==> src/logic/gcv_map.svh <==
// Register offsets, field positions, masks and codes of the pin control block
`ifndef GCV_MAP_SVH
`define GCV_MAP_SVH

`define GCV_OFS_OUT_LEVEL 8'h29
`define GCV_OFS_BIDIR_MON 8'h2A
`define GCV_OFS_IN_SEL_A 8'h2B
`define GCV_OFS_IN_SEL_B 8'h2C

`define GCV_RST_OUT_LEVEL 8'h00
`define GCV_RST_BIDIR_MON 8'h00
`define GCV_RST_IN_SEL_A 8'h00
`define GCV_RST_IN_SEL_B 8'h00

`define GCV_MASK_OUT_LEVEL 8'hF8
`define GCV_MASK_BIDIR_MON 8'h80
`define GCV_MASK_IN_SEL 8'h77

`define GCV_BIT_BIDIR_LEVEL 7
`define GCV_BIT_OUT_ONE_LEVEL 6
`define GCV_BIT_OUT_FOUR_LEVEL 3
`define GCV_BIT_BIDIR_SAMPLED 7
`define GCV_POS_SEL_HI 4
`define GCV_POS_SEL_LO 0

`define GCV_OUT_SEL_GPO 4'h1
`define GCV_BIDIR_SEL_GPO 4'h1
`define GCV_BIDIR_SEL_GPI 4'h2

`endif

==> src/logic/gcv_pkg.sv <==
// Types shared by the pin control block
package gcv_pkg;

  typedef enum logic [2:0] {
    GCV_IN_OFF = 3'h0,
    GCV_IN_GPI = 3'h1,
    GCV_IN_MCLK = 3'h2,
    GCV_IN_CHAIN = 3'h3,
    GCV_IN_PDM_A = 3'h4,
    GCV_IN_PDM_B = 3'h5,
    GCV_IN_PDM_C = 3'h6,
    GCV_IN_PDM_D = 3'h7
  } gcv_in_func_t;

  typedef struct packed {
    logic wr_en;
    logic rd_en;
    logic [7:0] addr;
    logic [7:0] wdata;
  } gcv_reg_req_t;

  typedef struct packed {
    logic master_clock;
    logic chain_serial_data_in;
    logic [3:0] pdm_data;
    logic [3:0] gpi_level;
  } gcv_routes_t;

  typedef struct packed {
    logic [4:0] sync_a;
    logic [4:0] sync_b;
    logic [7:0] output_level_values;
    logic [7:0] input_function_select_a;
    logic [7:0] input_function_select_b;
    logic [7:0] bidir_pin_monitor;
    logic [7:0] rdata;
    logic [3:0] out_level;
    logic [3:0] out_oe;
    logic bidir_out;
    logic bidir_oe;
    gcv_routes_t routes;
  } gcv_state_t;

endpackage

==> src/logic/gcv_gpio.sv <==
// General-purpose pin control: output levels, bidir monitor, input routing
`timescale 1ns/10ps
`include "gcv_map.svh"
//
// Summary of operation
// - Bidir pin in output mode drives value bit 7, low for 0, high for 1.
// - Value bits 6..3 drive output pins one..four while each is a general output.
// - In input mode, monitor bit 7 returns sampled bidir level; read-only.
// - Select A bits 6-4 pick input pin one: off, general input, master clock.
// - Select A bits 2-0 pick input pin two with the same codes.
// - Code 3 routes the pin to the audio serial port as chain data input.
// - Codes 4..7 route the pin as PDM data for pairs 1-2, 3-4, 5-6, 7-8.
// - Select B bits 6-4 and 2-0 pick input pins three and four alike.
// - A value bit reaches its pin only while that pin's select holds code 1.
module gcv_gpio (
  // Clock and reset
  input wire logic sys_clk,
  input wire logic rst_n,
  // Register access port
  input wire gcv_pkg::gcv_reg_req_t reg_req,
  output logic [7:0] reg_rdata,
  // Function selects of the output-capable pins, from the pin setup registers
  input wire logic [3:0] bidir_function_sel,
  input wire logic [3:0] out_one_function_sel,
  input wire logic [3:0] out_two_function_sel,
  input wire logic [3:0] out_three_function_sel,
  input wire logic [3:0] out_four_function_sel,
  // Bidirectional pin
  input wire logic bidir_pin_in,
  output logic bidir_pin_out,
  output logic bidir_pin_oe,
  // Output-only pins
  output logic out_pin_one,
  output logic out_pin_one_oe,
  output logic out_pin_two,
  output logic out_pin_two_oe,
  output logic out_pin_three,
  output logic out_pin_three_oe,
  output logic out_pin_four,
  output logic out_pin_four_oe,
  // Input-capable pins
  input wire logic in_pin_one,
  input wire logic in_pin_two,
  input wire logic in_pin_three,
  input wire logic in_pin_four,
  // Routed inputs to the rest of the device
  output gcv_pkg::gcv_routes_t routes
);

  gcv_pkg::gcv_state_t st;
  gcv_pkg::gcv_state_t next_st;

  // Function field of input pin n (0..3) from the two select registers
  function automatic logic [2:0] gcv_in_sel(
    input logic [7:0] sel_a,
    input logic [7:0] sel_b,
    input int unsigned n
  );
    logic [7:0] r;
    r = (n < 2) ? sel_a : sel_b;
    if ((n % 2) == 0) begin
      gcv_in_sel = r[`GCV_POS_SEL_HI +: 3];
    end else begin
      gcv_in_sel = r[`GCV_POS_SEL_LO +: 3];
    end
  endfunction

  // Lowest-numbered pin holding the code wins when several claim one function
  function automatic logic gcv_pick(
    input logic [11:0] sels,
    input logic [3:0] lvl,
    input gcv_pkg::gcv_in_func_t code
  );
    logic hit;
    logic v;
    hit = 1'b0;
    v = 1'b0;
    for (int i = 0; i < 4; i++) begin
      if (!hit && sels[i*3 +: 3] == code) begin
        hit = 1'b1;
        v = lvl[i];
      end
    end
    gcv_pick = v;
  endfunction

  // Code 1 in a pin's setup field makes it a general output
  function automatic logic gcv_is_gpo(input logic [3:0] sel);
    gcv_is_gpo = (sel == `GCV_OUT_SEL_GPO);
  endfunction

  // Read view of one register; reserved bits and unmapped addresses give zero
  function automatic logic [7:0] gcv_read_data(
    input logic [7:0] addr,
    input gcv_pkg::gcv_state_t s
  );
    logic [7:0] v;
    v = 8'h00;
    case (addr)
      `GCV_OFS_OUT_LEVEL: begin
        v = s.output_level_values & `GCV_MASK_OUT_LEVEL;
      end
      `GCV_OFS_BIDIR_MON: begin
        v = s.bidir_pin_monitor & `GCV_MASK_BIDIR_MON;
      end
      `GCV_OFS_IN_SEL_A: begin
        v = s.input_function_select_a & `GCV_MASK_IN_SEL;
      end
      `GCV_OFS_IN_SEL_B: begin
        v = s.input_function_select_b & `GCV_MASK_IN_SEL;
      end
      default: begin
        v = 8'h00;
      end
    endcase
    gcv_read_data = v;
  endfunction

  logic [3:0] in_lvl;
  logic [11:0] sels;
  logic [3:0] out_sel_gpo;

  always_comb begin
    next_st = st;
    // Two-stage synchronisers; stage one feeds only stage two
    next_st.sync_a = {bidir_pin_in, in_pin_four, in_pin_three, in_pin_two, in_pin_one};
    next_st.sync_b = st.sync_a;
    in_lvl = st.sync_b[3:0];
    for (int i = 0; i < 4; i++) begin
      sels[i*3 +: 3] = gcv_in_sel(st.input_function_select_a, st.input_function_select_b, i);
    end

    // Register writes; reserved bits masked off
    if (reg_req.wr_en) begin
      case (reg_req.addr)
        `GCV_OFS_OUT_LEVEL: begin
          next_st.output_level_values = reg_req.wdata & `GCV_MASK_OUT_LEVEL;
        end
        `GCV_OFS_IN_SEL_A: begin
          next_st.input_function_select_a = reg_req.wdata & `GCV_MASK_IN_SEL;
        end
        `GCV_OFS_IN_SEL_B: begin
          next_st.input_function_select_b = reg_req.wdata & `GCV_MASK_IN_SEL;
        end
        `GCV_OFS_BIDIR_MON: begin
          // Monitor is read-only; a write here is dropped
        end
        default: begin
        end
      endcase
    end

    // Monitor has no write path; it reads zero outside input mode
    // Pin to register takes three edges: two synchroniser stages and this flop
    next_st.bidir_pin_monitor = `GCV_RST_BIDIR_MON;
    if (bidir_function_sel == `GCV_BIDIR_SEL_GPI) begin
      next_st.bidir_pin_monitor[`GCV_BIT_BIDIR_SAMPLED] = st.sync_b[4];
    end

    // Read data registered; a read beside a write returns the old value
    if (reg_req.rd_en) begin
      next_st.rdata = gcv_read_data(reg_req.addr, st);
    end

    // Pins are released, not pulled, when not a general output
    next_st.bidir_oe = (bidir_function_sel == `GCV_BIDIR_SEL_GPO);
    next_st.bidir_out = next_st.bidir_oe &
                        st.output_level_values[`GCV_BIT_BIDIR_LEVEL];

    // Value bits 6..3 belong to output pins one..four in turn
    out_sel_gpo[0] = gcv_is_gpo(out_one_function_sel);
    out_sel_gpo[1] = gcv_is_gpo(out_two_function_sel);
    out_sel_gpo[2] = gcv_is_gpo(out_three_function_sel);
    out_sel_gpo[3] = gcv_is_gpo(out_four_function_sel);
    for (int i = 0; i < 4; i++) begin
      next_st.out_oe[i] = out_sel_gpo[i];
      next_st.out_level[i] = out_sel_gpo[i] &
                             st.output_level_values[`GCV_BIT_OUT_ONE_LEVEL - i];
    end

    // Input routing; unclaimed routes and pins not coded 1 stay low
    for (int i = 0; i < 4; i++) begin
      next_st.routes.gpi_level[i] = (sels[i*3 +: 3] == gcv_pkg::GCV_IN_GPI) & in_lvl[i];
    end
    // Master clock passes the synchroniser, so it must stay well below sys_clk/2
    next_st.routes.master_clock = gcv_pick(sels, in_lvl, gcv_pkg::GCV_IN_MCLK);
    next_st.routes.chain_serial_data_in = gcv_pick(sels, in_lvl, gcv_pkg::GCV_IN_CHAIN);
    next_st.routes.pdm_data[0] = gcv_pick(sels, in_lvl, gcv_pkg::GCV_IN_PDM_A);
    next_st.routes.pdm_data[1] = gcv_pick(sels, in_lvl, gcv_pkg::GCV_IN_PDM_B);
    next_st.routes.pdm_data[2] = gcv_pick(sels, in_lvl, gcv_pkg::GCV_IN_PDM_C);
    next_st.routes.pdm_data[3] = gcv_pick(sels, in_lvl, gcv_pkg::GCV_IN_PDM_D);
  end

  always_ff @(posedge sys_clk or negedge rst_n) begin
    if (!rst_n) begin
      st <= '0;
      st.output_level_values <= `GCV_RST_OUT_LEVEL;
      st.input_function_select_a <= `GCV_RST_IN_SEL_A;
      st.input_function_select_b <= `GCV_RST_IN_SEL_B;
      st.bidir_pin_monitor <= `GCV_RST_BIDIR_MON;
    end else begin
      st <= next_st;
    end
  end

  assign reg_rdata = st.rdata;
  assign bidir_pin_out = st.bidir_out;
  assign bidir_pin_oe = st.bidir_oe;
  assign out_pin_one = st.out_level[0];
  assign out_pin_two = st.out_level[1];
  assign out_pin_three = st.out_level[2];
  assign out_pin_four = st.out_level[3];
  assign out_pin_one_oe = st.out_oe[0];
  assign out_pin_two_oe = st.out_oe[1];
  assign out_pin_three_oe = st.out_oe[2];
  assign out_pin_four_oe = st.out_oe[3];
  assign routes = st.routes;

endmodule

==> config.mk <==
export PLATFORM = sky130hd
export DESIGN_NAME = gcv_gpio
export DESIGN_NICKNAME = d
export VERILOG_FILES = /design/src/logic/gcv_pkg.sv /design/src/logic/gcv_gpio.sv
export VERILOG_INCLUDE_DIRS = /design/src /design/src/logic
export SDC_FILE = /design/constraint.sdc
export NUM_CORES = 1
export LEC_CHECK = 0
export BUFFER_PORTS_ARGS = -buffer_cell sky130_fd_sc_hd__buf_2
export CAP_MARGIN = 10
export CORE_MARGIN = 2
export CORE_UTILIZATION = 35
export CTS_CLUSTER_SIZE = 20
export DETAILED_ROUTE_END_ITERATION = 8
export PLACE_DENSITY = 0.53
export SLEW_MARGIN = 20
export SYNTH_ARGS = -nofsm -noshare
export SYNTH_HDL_FRONTEND = slang
export SYNTH_SLANG_ARGS = --single-unit
export TNS_END_PERCENT = 50
==> constraint.sdc <==
create_clock -name sys_clk -period 3.25 [get_ports sys_clk]
set_clock_uncertainty 0.05 [all_clocks]
set_input_delay 0.65 -clock sys_clk [delete_from_list [all_inputs] [get_ports sys_clk]]
set_output_delay 0.65 -clock sys_clk [all_outputs]
set_load 0.05 [all_outputs]
==> metrics, run 1 <==
status finished clean; Die Span X 90.5 um; Worst-path clk slew 90 ps; CTS resizes 0; CP cell instances buf_2 -> or4b_4 -> nor4b_4 -> mux2_2; # setup viols final 0; Post-synth EDFFs 0; RePlAce Congestion 0.730; later-pin clock latency in the skew report 310 ps; max frequency 0.508 GHz; drt initial violations 101; hold path startpoint next_st[62]; Overflow after GRT 0; crit-path max FO 5; Hold Crit Class flop to flop; mapped cell area 2620 um2; Post-synth top flop dfrtp_1; cts hold-fix bufs 0; share of the cycle needed by the critical path after routing 0.605; DR vias/cell 4.86; Critical R2R Capture routes[6]; # diodes 0; core footprint 7250 um2; highest ir drop seen on vdd 0.186 mV; routed len/inst 15.2 um; Remaining DRCs 0; Total Routed Length 5.54 mm; slowest CP cell or4b_4; relative slew slack 0.467; I/O pin total 73; R2R Setup Slk 1640 ps; post-synthesis cell count 209; RSZ-0062 raised after global routing false; biggest area consumer among synthesized cells dfrtp_1; Final HPWL DP 3.99 mm; most common cell in the netlist dfrtp_1; post-synth top area share 0.535; final hold violations 0; Root Driver clkbuf_8; #FFs+latches synth 56; total power 1270 uW; clock sinks 56; number of CTS-inserted buffers 5; CP Data Required Time 3400 ps; total vias in the final route 1763; unique cell type count in the Yosys netlist 43; H-Tree Depth 2; setup bufs post-CTS 0; FILL cells 704; WP data arrival 2120 ps; most common library cells after synthesis dfrtp_1 (56), mux2_2 (21), buf_4 (18); WHS Endpoint in_lvl[2]; drt pass-1 iters 4; Async SR Flop Fraction 1.00; Die ar. 8200 um2; mean post-synth cell area 12.5 um2; largest cells by area after synthesis dfrtp_1 (53%), mux2_2 (9.0%), buf_4 (5.2%); CTS tree done; Initial Util 0.361; GRT Overall Usage 0.140; register area share after synthesis 0.535; Layout Nets 309; DP Worst Slack 944 ps; Die Ht 90.5 um; Hold Crit Depth 0; depth of the most critical reg-to-reg path 3; delay of the slowest critical-path stage 590 ps; number of nets with antenna violations after routing 0; largest net degree at the start of global routing 37; Final Max Slew Viols 0; Tmin final 1970 ps; Worst setup SP type input port; Least-Margin Pin Slew 800 ps; Critical Path Sink Type flop; power per standard cell area 417 nW/um2; WS Path Type input port to flop; Rows 31; layout cells sized above 1 0.428; Pleak 0.00150 uW; setup TNS 0 ps; number of global-route vias before repair 1801; maximum clock path buffer count 2; max-cap violations 0; net count after synthesis 254; global-route wire length before repair 9.14 mm; PnR worst setup slack 1280 ps; P&R area growth vs syn 15.9%; initial antenna violation count 0; Yosys warning count 0; R2R Path Start sels[4]; I/O Buffers 72
## logic make-up (layout without fill, tap and decap cells)
| family | count (synthesis) | after routing | share of synthesized area |
|---|---|---|---|
| and+or+nand+nor | 65 | 65 | 0.200 |
| DFF | 56 | 56 | 0.535 |
| AOI/OAI and AO/OA | 26 | 26 | 0.0716 |
| muxes | 28 | 28 | 0.117 |
| buffers and inverters | 34 | 89 | 0.0773 |
## worst max-delay path, delay by kind of cell
kind | cells | cell delay (ps)
simple gates | 2 | 980
mux | 1 | 380
buf+inv | 1 | 100
## cells in the final DEF, fill, tap and decap left out, types with 5 or more instances in the layout
cell type,synthesis,layout
mux2i_1,7,7
nand2_1,8,8
and2_1,5,5
mux2_2,21,21
o22ai_1,7,7
dfrtp_1,56,56
a22oi_1,5,5
nand3b_1,9,9
nor4b_1,6,6
inv_1,8,8
clkbuf_8,0,6
buf_2,0,72
nor4bb_1,5,5
## metal layers
layer / up-vias / wire length, um / track usage
li1: 861 / - / -
met1: 854 / 2650 / 0.194
met2: 41 / 2540 / 0.211
met3: 7 / 262 / 0.0342
met4: 0 / 82 / 0.0526
met5: - / 0 / 0
## final cells by class
class	count	area, um2	share of cell area
Multi-Input combinational cell	119	1020	0.335
Sequential cell	56	1400	0.461
Timing Repair Buffer	74	375	0.124
Clock inverter	1	8.76	0.00288
Clock buffer	6	82.6	0.0272
Inverter	8	30.0	0.00988
Tap cell	99	124	0.0408
## registers in the layout, summed over array words and instances, names as in the netlist, 4 cells and up
register   cells
in_lvl         4
next_st        5
reg_rdata      8
routes        10
sels          12
st             7
## through the flow
| stage | util | cells | area, um2 | hold WS (ps) |
|---|---|---|---|---|
| 3_3_place_gp | 0.406 | 356 | 2950 | 282 |
| 2_1_floorplan | - | 209 | 2620 | 281 |
| 6_report | 0.419 | 363 | 3040 | 304 |
| 5_1_grt | 0.419 | 363 | 3040 | 319 |
| 4_1_cts | 0.419 | 363 | 3040 | 308 |
| 3_5_place_dp | 0.406 | 356 | 2950 | 285 |
## power by group
group          leakage, uW  internal (uW)  switching, uW  total, uW
sequential        0.000754            719           31.0        750
clock            0.0000473            171            223        394
combinational     0.000697           53.2           70.4        124
## how the worst max path moves through the flow
stage / from / to / slack (ps) / depth (start not counted)
floorplan: reg_req[12] / st[55] / 1140 / 3
global placement: reg_req[12] / reg_rdata[7] / 950 / 4
detailed placement: reg_req[12] / st[55] / 940 / 4
CTS: reg_req[12] / st[57] / 1290 / 4
global route: reg_req[9] / sels[10] / 1200 / 4
finish: reg_req[12] / st[58] / 1280 / 4
Note: power is estimated with default switching activity, not from simulation.
==> inputs of run 2 (changes only) <==
--- a/config.mk
+++ b/config.mk
@@ -12,7 +12,7 @@
 export CORE_UTILIZATION = 35
 export CTS_CLUSTER_SIZE = 20
 export DETAILED_ROUTE_END_ITERATION = 8
-export PLACE_DENSITY = 0.53
+export PLACE_DENSITY = 0.55
 export SLEW_MARGIN = 20
 export SYNTH_ARGS = -nofsm -noshare
 export SYNTH_HDL_FRONTEND = slang
==> constraint.sdc (replaced) <==
create_clock -name sys_clk -period 1.6 [get_ports sys_clk]
set_clock_uncertainty 0.05 [all_clocks]
set_input_delay 0.32 -clock sys_clk [delete_from_list [all_inputs] [get_ports sys_clk]]
set_output_delay 0.32 -clock sys_clk [all_outputs]
set_load 0.05 [all_outputs]
==> run 2 against run 1 <==
Against the previous run: worst setup slack lost 1300 ps; utilization is 2.8 points higher; cell area rose by 6.8%; sequential power increased by 100%; highest routed layer unchanged; die area unchanged; via count up 7.8%; first-iteration DRC count is 9.9% higher; critical path depth increased by 1; wire length is 1.2% higher; critical path type unchanged; the flow now finishes with violations (negative setup slack).
==> metrics, run 2 (synthesis gave the netlist of run 1 again) <==
status finished with violations; failing checks negative setup slack; Die Span X 90.5 um; Worst setup SP type input port; highest ir drop seen on vdd 0.380 mV; storage element area 1400 um2; Remaining DRCs 0; drt pass-1 iters 4; depth of the most critical reg-to-reg path 3; R2R Setup Slk 110 ps; relative slew slack 0.701; core footprint 7250 um2; number of nets with antenna violations after routing 0; power per standard cell area 809 nW/um2; global-route wire length before repair 9.10 mm; drt initial violations 111; Pleak 0.00162 uW; WP data arrival 1770 ps; WL met2 2.45 mm; largest net degree at the start of global routing 57; maximum clock path buffer count 2; Tmin final 1620 ps; CP Data Required Time 1740 ps; Die ar. 8200 um2; Pint 1960 uW; crit path to st[58]; R2R Path Start sels[2]; final hold violations 0; share of the cycle needed by the critical path after routing 1.01; PnR worst setup slack -22.2 ps; # diodes 0; Setup crit start reg_req[14]; Root Driver clkbuf_8; Layout Nets 333; Least-Margin Pin Slew 443 ps; number of CTS-inserted buffers 5; Rows 31; initial antenna violation count 0; GRT Overall Usage 0.140; Final Max Slew Viols 0; NetSw 670 uW; Sequential Power Share 0.573; crit-path max FO 5; Top Layer Used met4; WL met1 2.73 mm; later-pin clock latency in the skew report 310 ps; Initial Util 0.361; switching share of power 0.255; footprint of the multi-input gates 1020 um2; P&R area growth vs syn 23.8%; RePlAce Congestion 0.734; I/O Buffers 72; DR vias/cell 4.90; H-Tree Depth 2; Clk pwr share 0.308; Worst-path clk slew 100 ps; layout cells sized above 1 0.474; max frequency 0.616 GHz; CTS tree done; Critical Path Sink Type flop; routed len/inst 14.4 um; WS Path Type input port to flop; Placed Cells 378; # setup viols final 5; Die Ht 90.5 um; met3 WL post-DR 333 um; Total Routed Length 5.60 mm; DP Worst Slack -351 ps; clock sinks 56; Overflow after GRT 0; I/O pin total 73; RSZ-0062 raised after global routing true; Final HPWL DP 4.13 mm; most common cell after layout, fill and taps aside buf_2; number of global-route vias before repair 1802; max-cap violations 0; total vias in the final route 1901; Hold Crit Class input port to flop; most frequent cells in the layout buf_2 (72), dfrtp_1 (55), buf_4 (23); Critical R2R Capture routes[9]; FILL cells 690; Cell Count, Final, Fillers Out 388; Largest register FFs 12; Combinational Power Share 0.119
## run 2: cell types whose count changed in the layout (fill, tap and decap cells not counted), sizes merged
| cell | change |
|---|---|
| clkinvlp | +1 |
| clkinv | -1 |
| dlygate4sd3 | +1 |
| clkbuf | +1 |
| buf | +23 |
## run 2: power groups by stage
| stage | sequential [uW] | combinational (uW) | clock (uW) |
|---|---|---|---|
| 2_1_floorplan | 1530 | 155 | 0 |
| 3_3_place_gp | 1530 | 311 | 0 |
| 3_5_place_dp | 1530 | 315 | 0 |
| 4_1_cts | 1500 | 318 | 854 |
| 5_1_grt | 1510 | 342 | 912 |
| 6_report | 1500 | 313 | 809 |
## run 2: timing repair
action                                 4_1_cts  5_1_grt
pin swaps                                    2        1
setup buffers                                1        0
setup endpoints to repair                    9       10
resized for setup                            0        2
endpoints found under the hold margin       56        0
hold buffers                                 1        0
## run 2: metal layers
metal  up-vias  global-route usage
li1        910                   -
met1       925               0.210
met2        60               0.198
met3         6              0.0309
met4         0              0.0462
met5         -                   0
## run 2: layout make-up
type | count | share of cell area
Tap cell | 99 | 0.0382
Sequential cell | 56 | 0.432
Multi-Input combinational cell | 119 | 0.315
Clock inverter | 1 | 0.00231
Inverter | 8 | 0.00925
Clock buffer | 7 | 0.0266
Timing Repair Buffer | 98 | 0.177
## run 2: stage by stage
step                      TNS [ps]  utilization  total power [uW]  hold slack (ps)  area [um2]
after floorplan              -2550            -              1680            -25.6        2630
after global placement       -5180        0.431              1840              282        3130
after detailed placement     -5500        0.431              1850              286        3130
after CTS                    -7.58        0.447              2680             43.1        3240
after global routing          -123        0.447              2770             33.5        3250
final                        -81.6        0.447              2630             57.4        3250
## run 2: worst max-delay path, cell delays in order
cell and delay (ps):
buf_2 110, or4b_4 600, nor4b_4 220, buf_4 180
mux2_2 330
## run 2: how the worst min path moves through the flow
| stage | start | end | slack, ps | cells after the start |
|---|---|---|---|---|
| 2_1_floorplan | rst_n | bidir_pin_oe | -30 | 0 |
| 3_3_place_gp | next_st[63] | in_lvl[3] | 280 | 0 |
| 3_5_place_dp | next_st[61] | in_lvl[1] | 290 | 0 |
| 4_1_cts | in_pin_four | next_st[63] | 40 | 1 |
| 5_1_grt | in_pin_one | next_st[60] | 30 | 1 |
| 6_report | in_pin_four | next_st[63] | 60 | 1 |
